$ cat src/mcf_regs.svh
// Constants of the capture record framer: register map, reset values,
// record codes, flag and per-channel header bit positions, size limits.
// Assumes inclusion by bare name from the package and the framer.
`ifndef MCF_REGS_SVH
`define MCF_REGS_SVH

// Register byte offsets
`define MCF_OFS_CTRL 5'h00
`define MCF_OFS_COLOUR 5'h04
`define MCF_OFS_STATUS 5'h08
`define MCF_OFS_RECS 5'h0C
`define MCF_OFS_LOST 5'h10
// Control fields and reset values
`define MCF_CTRL_EN 0
`define MCF_CTRL_COL 1
`define MCF_CTRL_RST 2'h1
`define MCF_COLOUR_RST 16'h0000
// Record type codes
`define MCF_TYPE_FRAME 8'h05
`define MCF_TYPE_RAW 8'h06
`define MCF_TYPE_CELL 8'h07
`define MCF_TYPE_RAWCH 8'h08
`define MCF_TYPE_AAL5 8'h09
`define MCF_TYPE_AAL2 8'h0C
// Flags byte bit positions
`define MCF_FLG_VARY 2
`define MCF_FLG_TRUNC 3
`define MCF_FLG_RXERR 4
`define MCF_FLG_DPERR 5
`define MCF_FLG_DIR 7
// Per-channel header bit positions
`define MCF_CH_FCS 24
`define MCF_CH_SHORT 25
`define MCF_CH_LONG 26
`define MCF_CH_ABORT 27
`define MCF_CH_OCTET 28
`define MCF_CH_LOST 29
`define MCF_CH_FIRST 30
// Header sizes in bytes, length limits and AXI response codes
`define MCF_HDR_GEN 16'h0010
`define MCF_HDR_RAW 16'h0014
`define MCF_HDR_FRAME 16'h0018
`define MCF_FRAME_MIN 16'h0005
`define MCF_RAW_MIN 16'h0006
`define MCF_LEN_MAX 16'h07FF
`define MCF_RESP_OK 2'h0
`define MCF_RESP_ERR 2'h2

`endif

$ cat src/mcf_pkg.sv
// Types of the capture record framer: state encoding and state record.
// Assumes mcf_regs.svh on the include path.
`include "mcf_regs.svh"

package mcf_pkg;

   typedef enum logic [7:0] {
      ST_IDLE = 8'h01,
      ST_TS0 = 8'h02,
      ST_TS1 = 8'h04,
      ST_W2 = 8'h08,
      ST_W3 = 8'h10,
      ST_CH = 8'h20,
      ST_HD = 8'h40,
      ST_PAY = 8'h80
   } mcf_state_t;

   typedef struct packed {
      mcf_state_t state;
      logic crdy;
      logic prdy;
      logic ovld;
      logic olast;
      logic [31:0] odata;
      logic [1:0] idx;
      logic [63:0] ts;
      logic [15:0] wlen;
      logic [15:0] rem;
      logic [15:0] rlen;
      logic [31:0] hdlc;
      logic [31:0] mch;
      logic [7:0] flags;
      logic [7:0] rtype;
      logic [15:0] lost;
      logic [15:0] recs;
      logic [1:0] ctrl;
      logic [15:0] colour;
      logic tx_line;
      logic tx_host;
      logic aw_got;
      logic w_got;
      logic [4:0] aw_addr;
      logic [31:0] wdata;
      logic [3:0] wstrb;
      logic awready;
      logic wready;
      logic bvalid;
      logic [1:0] bresp;
      logic arready;
      logic rvalid;
      logic [31:0] rdata;
      logic [1:0] rresp;
   } mcf_regs_t;

endpackage

$ cat src/mcf_framer.sv
// Multi-channel capture record framer with AXI4-Lite control registers.
// Assumes capture inputs synchronous to clk_sys; the host side drains the
// 32-bit word stream, byte lane 0 being the first byte in memory.
`timescale 1ns/1ps
`include "mcf_regs.svh"

module mcf_framer
   import mcf_pkg::*;
(
   // Clock and reset
   input wire logic clk_sys,
   input wire logic rst_n,
   // Capture descriptor
   input wire logic cap_start,
   output logic cap_ready,
   input wire logic cap_raw,
   input wire logic [9:0] cap_conn,
   input wire logic [3:0] cap_phys,
   input wire logic [63:0] cap_ts,
   input wire logic [15:0] cap_wlen,
   input wire logic [15:0] cap_len,
   input wire logic [31:0] cap_hdlc,
   input wire logic cap_fcs_err,
   input wire logic cap_abort,
   input wire logic cap_octet_err,
   input wire logic cap_lost,
   input wire logic cap_first,
   input wire logic cap_from_line,
   input wire logic cap_trunc,
   // Capture payload bytes
   input wire logic pay_valid,
   input wire logic [7:0] pay_data,
   output logic pay_ready,
   // Record word stream toward host memory
   output logic out_valid,
   output logic [31:0] out_data,
   output logic out_last,
   input wire logic out_ready,
   // Transmit record routing
   input wire logic tx_valid,
   input wire logic tx_dir,
   output logic tx_to_line,
   output logic tx_to_host,
   // AXI4-Lite slave
   input wire logic [4:0] s_axi_awaddr,
   input wire logic s_axi_awvalid,
   output logic s_axi_awready,
   input wire logic [31:0] s_axi_wdata,
   input wire logic [3:0] s_axi_wstrb,
   input wire logic s_axi_wvalid,
   output logic s_axi_wready,
   output logic [1:0] s_axi_bresp,
   output logic s_axi_bvalid,
   input wire logic s_axi_bready,
   input wire logic [4:0] s_axi_araddr,
   input wire logic s_axi_arvalid,
   output logic s_axi_arready,
   output logic [31:0] s_axi_rdata,
   output logic [1:0] s_axi_rresp,
   output logic s_axi_rvalid,
   input wire logic s_axi_rready
);

   // Network order for header fields on a lane-0-first bus
   function automatic logic [31:0] swap32(input logic [31:0] v);
      swap32 = {v[7:0], v[15:8], v[23:16], v[31:24]};
   endfunction

   function automatic logic [31:0] strb_merge(input logic [31:0] old,
      input logic [31:0] wd, input logic [3:0] st);
      logic [31:0] r;
      r = old;
      for (int i = 0; i < 4; i++) begin
         if (st[i]) begin
            r[8*i +: 8] = wd[8*i +: 8];
         end
      end
      strb_merge = r;
   endfunction

   logic rst_meta_ff;
   logic rst_sync_ff;
   mcf_regs_t s_ff;
   mcf_regs_t nxt_s;

   always_ff @(posedge clk_sys or negedge rst_n) begin
      if (!rst_n) begin
         rst_meta_ff <= 1'b0;
         rst_sync_ff <= 1'b0;
      end else begin
         rst_meta_ff <= 1'b1;
         rst_sync_ff <= rst_meta_ff;
      end
   end

   always_comb begin
      logic drop;
      logic free;
      logic [15:0] pad;
      logic [31:0] cw;
      logic [7:0] fl;
      logic [31:0] merged;
      drop = 1'b0;
      free = 1'b0;
      pad = 16'h0000;
      cw = 32'h0000_0000;
      fl = 8'h00;
      merged = 32'h0000_0000;
      nxt_s = s_ff;
      // Transmit routing by direction bit
      nxt_s.tx_line = tx_valid && tx_dir;
      nxt_s.tx_host = tx_valid && !tx_dir;

      // Packets refused while busy count as overload losses; set wins
      drop = cap_start && !s_ff.crdy;
      if (drop && s_ff.lost != 16'hFFFF) begin
         nxt_s.lost = s_ff.lost + 16'h0001;
      end
      if (s_ff.ovld && out_ready) begin
         nxt_s.ovld = 1'b0;
         nxt_s.olast = 1'b0;
      end
      free = !s_ff.ovld || out_ready;
      case (s_ff.state)
         ST_IDLE: begin
            if (cap_start && s_ff.crdy) begin
               pad = 16'(cap_len + 16'h0003) & 16'hFFFC;
               if (cap_raw) begin
                  cw = {28'h0000000, cap_phys};
                  cw[`MCF_CH_SHORT] = cap_len < `MCF_RAW_MIN;
                  cw[`MCF_CH_LONG] = cap_len > `MCF_LEN_MAX;
                  cw[`MCF_CH_LOST] = cap_lost;
                  nxt_s.rtype = `MCF_TYPE_RAW;
                  nxt_s.rlen = 16'(`MCF_HDR_RAW + pad);
               end else begin
                  cw = {22'h000000, cap_conn};
                  cw[`MCF_CH_FCS] = cap_fcs_err;
                  cw[`MCF_CH_SHORT] = cap_len < `MCF_FRAME_MIN;
                  cw[`MCF_CH_LONG] = cap_len > `MCF_LEN_MAX;
                  cw[`MCF_CH_ABORT] = cap_abort;
                  cw[`MCF_CH_OCTET] = cap_octet_err;
                  cw[`MCF_CH_LOST] = cap_lost;
                  nxt_s.rtype = `MCF_TYPE_FRAME;
                  nxt_s.rlen = 16'(`MCF_HDR_FRAME + pad);
               end
               cw[`MCF_CH_FIRST] = cap_first;
               // Interface bits and bit 6 stay zero
               fl = 8'h00;
               fl[`MCF_FLG_VARY] = 1'b1;
               fl[`MCF_FLG_TRUNC] = cap_trunc;
               fl[`MCF_FLG_RXERR] = |cw[`MCF_CH_LOST:`MCF_CH_FCS];
               fl[`MCF_FLG_DPERR] = cap_lost;
               fl[`MCF_FLG_DIR] = cap_from_line;
               nxt_s.mch = cw;
               nxt_s.flags = fl;
               nxt_s.ts = cap_ts;
               nxt_s.wlen = cap_wlen;
               nxt_s.hdlc = cap_hdlc;
               nxt_s.rem = cap_len;
               nxt_s.idx = 2'h0;
               nxt_s.state = ST_TS0;
            end
         end
         ST_TS0: begin
            if (free) begin
               nxt_s.odata = s_ff.ts[31:0];
               nxt_s.ovld = 1'b1;
               nxt_s.state = ST_TS1;
            end
         end
         ST_TS1: begin
            if (free) begin
               nxt_s.odata = s_ff.ts[63:32];
               nxt_s.ovld = 1'b1;
               nxt_s.state = ST_W2;
            end
         end
         ST_W2: begin
            if (free) begin
               nxt_s.odata = swap32({s_ff.rtype, s_ff.flags, s_ff.rlen});
               nxt_s.ovld = 1'b1;
               nxt_s.state = ST_W3;
            end
         end
         ST_W3: begin
            if (free) begin
               if (s_ff.ctrl[`MCF_CTRL_COL]) begin
                  nxt_s.odata = swap32({s_ff.colour, s_ff.wlen});
               end else begin
                  nxt_s.odata = swap32({s_ff.lost, s_ff.wlen});
                  nxt_s.lost = {15'h0000, drop};
               end
               nxt_s.ovld = 1'b1;
               nxt_s.state = ST_CH;
            end
         end
         ST_CH: begin
            if (free) begin
               nxt_s.odata = swap32(s_ff.mch);
               nxt_s.ovld = 1'b1;
               if (s_ff.rtype == `MCF_TYPE_FRAME) begin
                  nxt_s.state = ST_HD;
               end else if (s_ff.rem == 16'h0000) begin
                  nxt_s.olast = 1'b1;
                  nxt_s.state = ST_IDLE;
               end else begin
                  nxt_s.state = ST_PAY;
               end
            end
         end
         ST_HD: begin
            if (free) begin
               nxt_s.odata = swap32(s_ff.hdlc);
               nxt_s.ovld = 1'b1;
               if (s_ff.rem == 16'h0000) begin
                  nxt_s.olast = 1'b1;
                  nxt_s.state = ST_IDLE;
               end else begin
                  nxt_s.state = ST_PAY;
               end
            end
         end
         ST_PAY: begin
            if (s_ff.prdy && pay_valid) begin
               // First byte of a word clears the rest, so padding reads zero
               if (s_ff.idx == 2'h0) begin
                  nxt_s.odata = {24'h000000, pay_data};
               end else begin
                  nxt_s.odata[8*s_ff.idx +: 8] = pay_data;
               end
               nxt_s.idx = s_ff.idx + 2'h1;
               nxt_s.rem = s_ff.rem - 16'h0001;
               if (s_ff.idx == 2'h3 || s_ff.rem == 16'h0001) begin
                  nxt_s.ovld = 1'b1;
                  nxt_s.idx = 2'h0;
               end
               if (s_ff.rem == 16'h0001) begin
                  nxt_s.olast = 1'b1;
                  nxt_s.state = ST_IDLE;
               end
            end
         end
         default: begin
            nxt_s.state = ST_IDLE;
         end
      endcase
      if (nxt_s.olast && !s_ff.olast) begin
         nxt_s.recs = s_ff.recs + 16'h0001;
      end
      nxt_s.crdy = nxt_s.state == ST_IDLE && nxt_s.ctrl[`MCF_CTRL_EN];
      nxt_s.prdy = nxt_s.state == ST_PAY && !nxt_s.ovld;

      // AXI4-Lite write: address and data in either order
      if (s_ff.awready && s_axi_awvalid) begin
         nxt_s.aw_got = 1'b1;
         nxt_s.aw_addr = s_axi_awaddr;
      end
      if (s_ff.wready && s_axi_wvalid) begin
         nxt_s.w_got = 1'b1;
         nxt_s.wdata = s_axi_wdata;
         nxt_s.wstrb = s_axi_wstrb;
      end
      if (s_ff.bvalid && s_axi_bready) begin
         nxt_s.bvalid = 1'b0;
      end
      if (s_ff.aw_got && s_ff.w_got && !s_ff.bvalid) begin
         nxt_s.aw_got = 1'b0;
         nxt_s.w_got = 1'b0;
         nxt_s.bvalid = 1'b1;
         nxt_s.bresp = `MCF_RESP_OK;
         case ({s_ff.aw_addr[4:2], 2'b00})
            `MCF_OFS_CTRL: begin
               merged = strb_merge({30'h0, s_ff.ctrl}, s_ff.wdata, s_ff.wstrb);
               nxt_s.ctrl = merged[1:0];
            end
            `MCF_OFS_COLOUR: begin
               merged = strb_merge({16'h0, s_ff.colour}, s_ff.wdata, s_ff.wstrb);
               nxt_s.colour = merged[15:0];
            end
            `MCF_OFS_STATUS, `MCF_OFS_RECS, `MCF_OFS_LOST: nxt_s.bresp = `MCF_RESP_OK;
            default: begin
               nxt_s.bresp = `MCF_RESP_ERR;
            end
         endcase
      end
      nxt_s.awready = !nxt_s.aw_got && !nxt_s.bvalid;
      nxt_s.wready = !nxt_s.w_got && !nxt_s.bvalid;

      // AXI4-Lite read
      if (s_ff.rvalid && s_axi_rready) begin
         nxt_s.rvalid = 1'b0;
      end
      if (s_ff.arready && s_axi_arvalid) begin
         nxt_s.rvalid = 1'b1;
         nxt_s.rresp = `MCF_RESP_OK;
         case ({s_axi_araddr[4:2], 2'b00})
            `MCF_OFS_CTRL: nxt_s.rdata = {30'h0, s_ff.ctrl};
            `MCF_OFS_COLOUR: nxt_s.rdata = {16'h0, s_ff.colour};
            `MCF_OFS_STATUS: nxt_s.rdata = {23'h0, s_ff.state != ST_IDLE, s_ff.state};
            `MCF_OFS_RECS: nxt_s.rdata = {16'h0, s_ff.recs};
            `MCF_OFS_LOST: nxt_s.rdata = {16'h0, s_ff.lost};
            default: begin
               nxt_s.rdata = 32'h0000_0000;
               nxt_s.rresp = `MCF_RESP_ERR;
            end
         endcase
      end
      nxt_s.arready = !nxt_s.rvalid;
   end

   always_ff @(posedge clk_sys or negedge rst_sync_ff) begin
      if (!rst_sync_ff) begin
         s_ff <= '0;
         s_ff.state <= ST_IDLE;
         s_ff.ctrl <= `MCF_CTRL_RST;
         s_ff.colour <= `MCF_COLOUR_RST;
      end else begin
         s_ff <= nxt_s;
      end
   end

   assign cap_ready = s_ff.crdy;
   assign pay_ready = s_ff.prdy;
   assign out_valid = s_ff.ovld;
   assign out_data = s_ff.odata;
   assign out_last = s_ff.olast;
   assign tx_to_line = s_ff.tx_line;
   assign tx_to_host = s_ff.tx_host;
   assign s_axi_awready = s_ff.awready;
   assign s_axi_wready = s_ff.wready;
   assign s_axi_bresp = s_ff.bresp;
   assign s_axi_bvalid = s_ff.bvalid;
   assign s_axi_arready = s_ff.arready;
   assign s_axi_rdata = s_ff.rdata;
   assign s_axi_rresp = s_ff.rresp;
   assign s_axi_rvalid = s_ff.rvalid;

endmodule

$ cat config.mk
export PLATFORM = sky130hd
export DESIGN_NAME = mcf_framer
export DESIGN_NICKNAME = d
export VERILOG_FILES = /design/src/mcf_pkg.sv /design/src/mcf_framer.sv
export VERILOG_INCLUDE_DIRS = /design/src
export SDC_FILE = /design/constraint.sdc
export NUM_CORES = 1
export LEC_CHECK = 0
export ABC_AREA = 1
export BUFFER_PORTS_ARGS = -buffer_cell sky130_fd_sc_hd__buf_2
export CAP_MARGIN = 20
export CORE_MARGIN = 4
export CORE_UTILIZATION = 55
export DETAILED_ROUTE_END_ITERATION = 6
export MAX_ROUTING_LAYER = met4
export PLACE_DENSITY = 0.76
export SYNTH_ARGS = -nofsm -noshare
export SYNTH_HDL_FRONTEND = slang
export SYNTH_SLANG_ARGS = --single-unit
export TNS_END_PERCENT = 20
$ cat constraint.sdc
create_clock -name clk_sys -period 10.1 [get_ports clk_sys]
set_input_delay 1.01 -clock clk_sys [delete_from_list [all_inputs] [get_ports clk_sys]]
set_output_delay 1.01 -clock clk_sys [all_outputs]
set_load 0.02 [all_outputs]
# [Yosys cells after proc, flatten, opt, wreduce, memory -nomap -nowiden]
# Index checks and enable logic that the tools add are counted.
[word_totals] regBits=355 wordCells=183
[op_classes] add_sub_neg=8 n_lt_le_gt_ge=3 n_eq_ne=31 shifts=2 muxes=55 reduce_logical=47
[ops] op="32-bit two-way mux" count=7
[ops] op="32-bit case mux with 7 select lines" count=1
[ops] op="194-bit two-way mux" count=1
[ops] op="16-bit two-way mux" count=7
[ops] op="8-bit two-way mux" count=11
[ops] op="16-bit case mux with 5 select lines" count=1
[ops] op="34-bit two-way mux" count=2
[ops] op="8-bit case mux with 8 select lines" count=1
[ops] op="36-bit two-way mux" count=1
[ops] op="35-bit two-way mux" count=1
[ops] op="5-bit negation with 34-bit output" count=1
[ops] op="8-bit by 34-bit variable shift with 32-bit output (first input constant)" count=1
[ops] op="8-bit by 34-bit indexed part select with 32-bit output" count=1
[ops] op="16-bit by 1-bit adder with 16-bit output (second input constant)" count=2
[ops] op="5-bit by 16-bit adder with 16-bit output (first input constant)" count=2
[ops] op="32-bit bitwise mux" count=1
[ops] op="16-bit by 3-bit less-than comparator with 1-bit output (second input constant)" count=2
[ops] op="16-bit case mux with 2 select lines" count=1
[ops] op="29-bit two-way mux" count=1
[ops] op="1-bit logical AND" count=19
[ops] op="16-bit by 2-bit adder with 16-bit output (second input constant)" count=1
[ops] op="16-bit by 1-bit equality test with 1-bit output (second input constant)" count=1
[ops] op="8-bit by 1-bit equality test with 1-bit output (second input constant)" count=2
[ops] op="8-bit by 3-bit equality test with 1-bit output (second input constant)" count=2
[ops] op="35 further kinds" count=76

# [Logic depth before layout (Yosys ltp)]
[logic_depth] ltp_word=8 mapped_depth=15 mapped_depth_nobuf=15

# [Worst setup path after synthesis]
# OpenSTA, ideal clock, no wires.
[synth_path] path_type="input port to flip-flop" start="input port cap_len[2]" end="register s_ff[231] (netlist bit)" setup_ps=118 t_arrival_ps=2285 required_ps=9982 path_slack_ps=7697 cell_stages=12 n_path_buf=0 path_cell_list="nand2_1 inv_1 nand3_1 nand2_1 ha_1 nand3_1 nand3_1 nand3_1 nor2_1 nand4_1 nand3_1 nand2_1"
[synth_via] elab_chain_cells=3 elab_cells_between_ends=4
[synth_lines] item="start, declared" line_no="mcf_framer.sv:21" text="input wire logic [15:0] cap_len,"
[synth_lines] item="16-bit by 2-bit adder with 16-bit output (*)" line_no="mcf_framer.sv:127" text="pad = 16'(cap_len + 16'h0003) & 16'hFFFC;"
[synth_lines] item="5-bit by 16-bit adder with 16-bit output (no source line)"
[synth_lines] item="16-bit two-way mux (*)" line_no="mcf_framer.sv:128" text="if (cap_raw) begin"
[synth_lines] item="end signal, assigned" line_no="mcf_framer.sv:318" text="s_ff <= nxt_s;"
[synth_lines] item="end, declared" line_no="mcf_framer.sv:83" text="mcf_regs_t s_ff;"
# Mark *: on every way between the ends. The rest lies on a longest branch, timed or not.
# A chain may end at the register's enable or synchronous reset.

# [Worst setup path in the final report]
[layout_path] start="register s_ff[369] (netlist bit)" end="register s_ff[111] (netlist bit)"
[layout_via] elab_chain_cells=3 elab_cells_between_ends=5
[layout_lines] item="8-bit equality test (tied with other cells)" line_no="mcf_framer.sv:124" text="case (s_ff.state)"
[layout_lines] item="1-bit case mux with 3 select lines (*)" line_no="mcf_framer.sv:124"
[layout_lines] item="1-bit logical AND (*)" line_no="mcf_framer.sv:247" text="if (nxt_s.olast && !s_ff.olast) begin"
# Marked as above.

==> flow_metrics.env <==
export IMPL_number_of_buffers_added_by_the_clock_tree_synthesis_step=35
export IMPL_coreArea_um2=29600
export IMPL_startpoint_type="register"
export IMPL_synth_largest_area_cell="dfrtp_1"
export IMPL_detail_route_iter0_violations=1634
export IMPL_design_final_nets=2617
export IMPL_num_fill_cells=2718
export IMPL_largest_register_ffs=248
export IMPL_route_vias_total=15500
export IMPL_setup_tns_final_ps=0
export IMPL_min_period_ps=3520
export IMPL_netlist_area_leader_share=0.467
export IMPL_die_w_um=181
export IMPL_postCtsSetupBuffers=0
export IMPL_synth_simple_gate_area_share=0.289
export IMPL_yosysWarnings=0
export IMPL_drive_above_1_share=0.151
export IMPL_place_port_buffers=254
export IMPL_die_area_um2=32900
export IMPL_asyncSetResetFlopFracSynth=1.00
export IMPL_floorplan_initialDensity=0.558
export IMPL_required_ps=10500
export IMPL_synth_area_mux_share=0.00476
export IMPL_post_synth_top_count_cell="nand2_1"
export IMPL_reg2reg_depth=10
export IMPL_dp_worst_setup_slack_ps=6450
export IMPL_timing_worst_setup_path_type="register to register"
export IMPL_largest_register="s_ff"
export IMPL_postLayoutSetupSlackWorst_ps=6580
export IMPL_grt_overflow_total=0
export IMPL_floorplan_die_height_um=181
export IMPL_max_slew_margin_rel=0.321
export IMPL_clk_pin_slew_worst_paths_ps=60
export IMPL_grt_pass1_vias=14700
export IMPL_transition_at_the_pin_with_the_smallest_max_transition_slack_ps=1020
export IMPL_placementRows=63
export IMPL_quantity_of_gates_resized_following_cts=0
export IMPL_worstPathArrival_ps=3920
export IMPL_power_density_nw_per_um2=248
export IMPL_routedWlPerCell_um=17.7
export IMPL_finalHoldViolations=0
export IMPL_route_antenna_remaining_nets=0
export IMPL_fin_skew_ps=26.6
export IMPL_synth_edf_count=0
export IMPL_clock_tree_htree_level_count=2
export IMPL_ys_ff_latch=311
export IMPL_synth_seq_area_share=0.470
export IMPL_p_leak_uw=0.00990
export IMPL_cp_max_fo=21
export IMPL_detail_route_first_pass_iterations=6
export IMPL_synth_top_family_by_area="simple AND/OR/NAND/NOR gates"
export IMPL_first_pass_grt_wire_length_um=78200
export IMPL_numClockSinks=311
export IMPL_vias_per_cell=5.52
export IMPL_number_of_placed_i_o_pins=295
export IMPL_fmaxAchievable_ghz=0.284
export IMPL_yosys_most_used_dff="dfrtp_1"
export IMPL_hold_buffers=0
export IMPL_totalWireLength_um=49700
export IMPL_crit_path_end_kind="register"
export IMPL_post_layout_nonfiller_instances=2799
export IMPL_cts_root_to_sink_buffers=3
export IMPL_placedInstanceArea_um2=17500
export IMPL_area_growth_pct=12.9
export IMPL_syn_avg_cell_area_um2=7.44
export IMPL_synth_cell_area_um2=16500
export IMPL_tritoncts="yes"
export IMPL_drv_slew=0
export IMPL_final_core_util=0.630
export IMPL_grt_start_max_net_pins=158
export IMPL_clk_root_buffer_cell="clkbuf_16"
export IMPL_insertion_delay_ps=530
export IMPL_numPlacedInstances=2739
export IMPL_stdcell_area_um2=18700
export IMPL_synth_compound_area_frac=0.104
export IMPL_peakVddDrop_uv=203
export IMPL_grt_usage=0.303
export IMPL_hpwlAfterDp_um=36700
export IMPL_maxCapViolations=0
export IMPL_post_synth_most_frequent_cells="nand2_1, dfrtp_1, inv_1"
export IMPL_period_share=0.348
export IMPL_grt_setup_unrepaired="false"
export IMPL_number_of_cells_produced_by_synthesis=2223
export IMPL_yosys_area_share_xor_xnor=0.0180
export IMPL_insertedDiodeCount=0
export IMPL_synth_area_top_cells="dfrtp_1, nand2_1, o21ai_0"
export IMPL_place_gp_congestion=0.967
export IMPL_initial_antenna_violation_count=0
export IMPL_min_path_type="register to async pin"
export IMPL_synthDistinctLibCells=51
export IMPL_setup_violations=0
export IMPL_yosys_area_share_adder=0.00983
export IMPL_post_route_drc_count=0
export IMPL_outcome="finished clean"
-- critical path, stage by stage (launching register included) --
cell and delay [ps]:
dfrtp_1 430, nor2_2 180, inv_2 60, nor2_4 130, nand3_2 400, nor2_1 920, nand2_1 170, nand2_1 470
nand2_2 310, o21ai_0 250, nand2_1 70
-- final cells by class --
| class | instances | area (um2) | share of cell area |
|---|---|---|---|
| clock buffer | 50 | 1020 | 0.0548 |
| clock inverter | 8 | 61.3 | 0.00328 |
| inverter | 213 | 800 | 0.0428 |
| multi-input combinational | 1562 | 7120 | 0.381 |
| sequential | 311 | 7790 | 0.417 |
| tap | 390 | 488 | 0.0261 |
| timing repair buffer | 265 | 1410 | 0.0753 |
-- metal layers --
metal  up-vias  wire [um]  global-route usage
li1       7295          -                   -
met1      7350      21000               0.423
met2       699      22900               0.468
met3       107       4260              0.0451
met4         0       1520              0.0865
met5         -          0                   -
-- path summary, 6_finish.rpt --
check,start,to,slack [ps]
worst max-delay path,s_ff[369],s_ff[111],6580
worst min-delay path,rst_sync_ff,s_ff[81],160
worst max register to register,s_ff[369],s_ff[111],6580
worst min register to register,rst_sync_ff,s_ff[81],160
max in group asynchronous,rst_sync_ff,out_data[19],7990
min in group clk_sys,rst_meta_ff,rst_sync_ff,350
-- kinds of logic (layout without fill, tap and decap cells) --
family                   count (synthesis)  count (layout)
buffers and inverters                  367             536
multiplexers                             7               7
flip-flops                             311             311
adder cells (fa/ha/maj)                 13              13
other                                    2              19
AND/OR/NAND/NOR                       1179            1179
XOR/XNOR                                34              34
AO/OA/AOI/OAI                          310             310
-- power breakdown --
part,switching (uW),internal (uW)
registers,334,1730
clock network,507,705
logic,890,463
-- metrics by stage --
| stage | power (uW) | hold slack [ps] |
|---|---|---|
| after detailed placement | 3410 | 350 |
| final | 4630 | 165 |
| after floorplan | 3060 | 331 |
| after global placement | 3350 | 334 |
| after global routing | 4940 | 177 |
| after CTS | 4630 | 268 |
-- cell usage in the layout, fill, tap and decap left out, types with 8 or more instances in the layout --
master,netlist,final
nand2_1,843,843
dfrtp_1,309,308
buf_2,41,254
inv_1,196,196
o21ai_0,187,187
nor2_1,138,138
nand3_1,114,114
a21oi_1,45,45
clkbuf_16,0,36
nor3_1,34,33
xor2_1,28,28
conb_1,2,19
nand4_1,18,18
inv_2,14,14
a31oi_1,14,14
o211ai_1,13,13
ha_1,13,13
o22ai_1,12,12
a211oi_1,9,9
buf_4,70,8
Power figures use the tool's default switching activity.
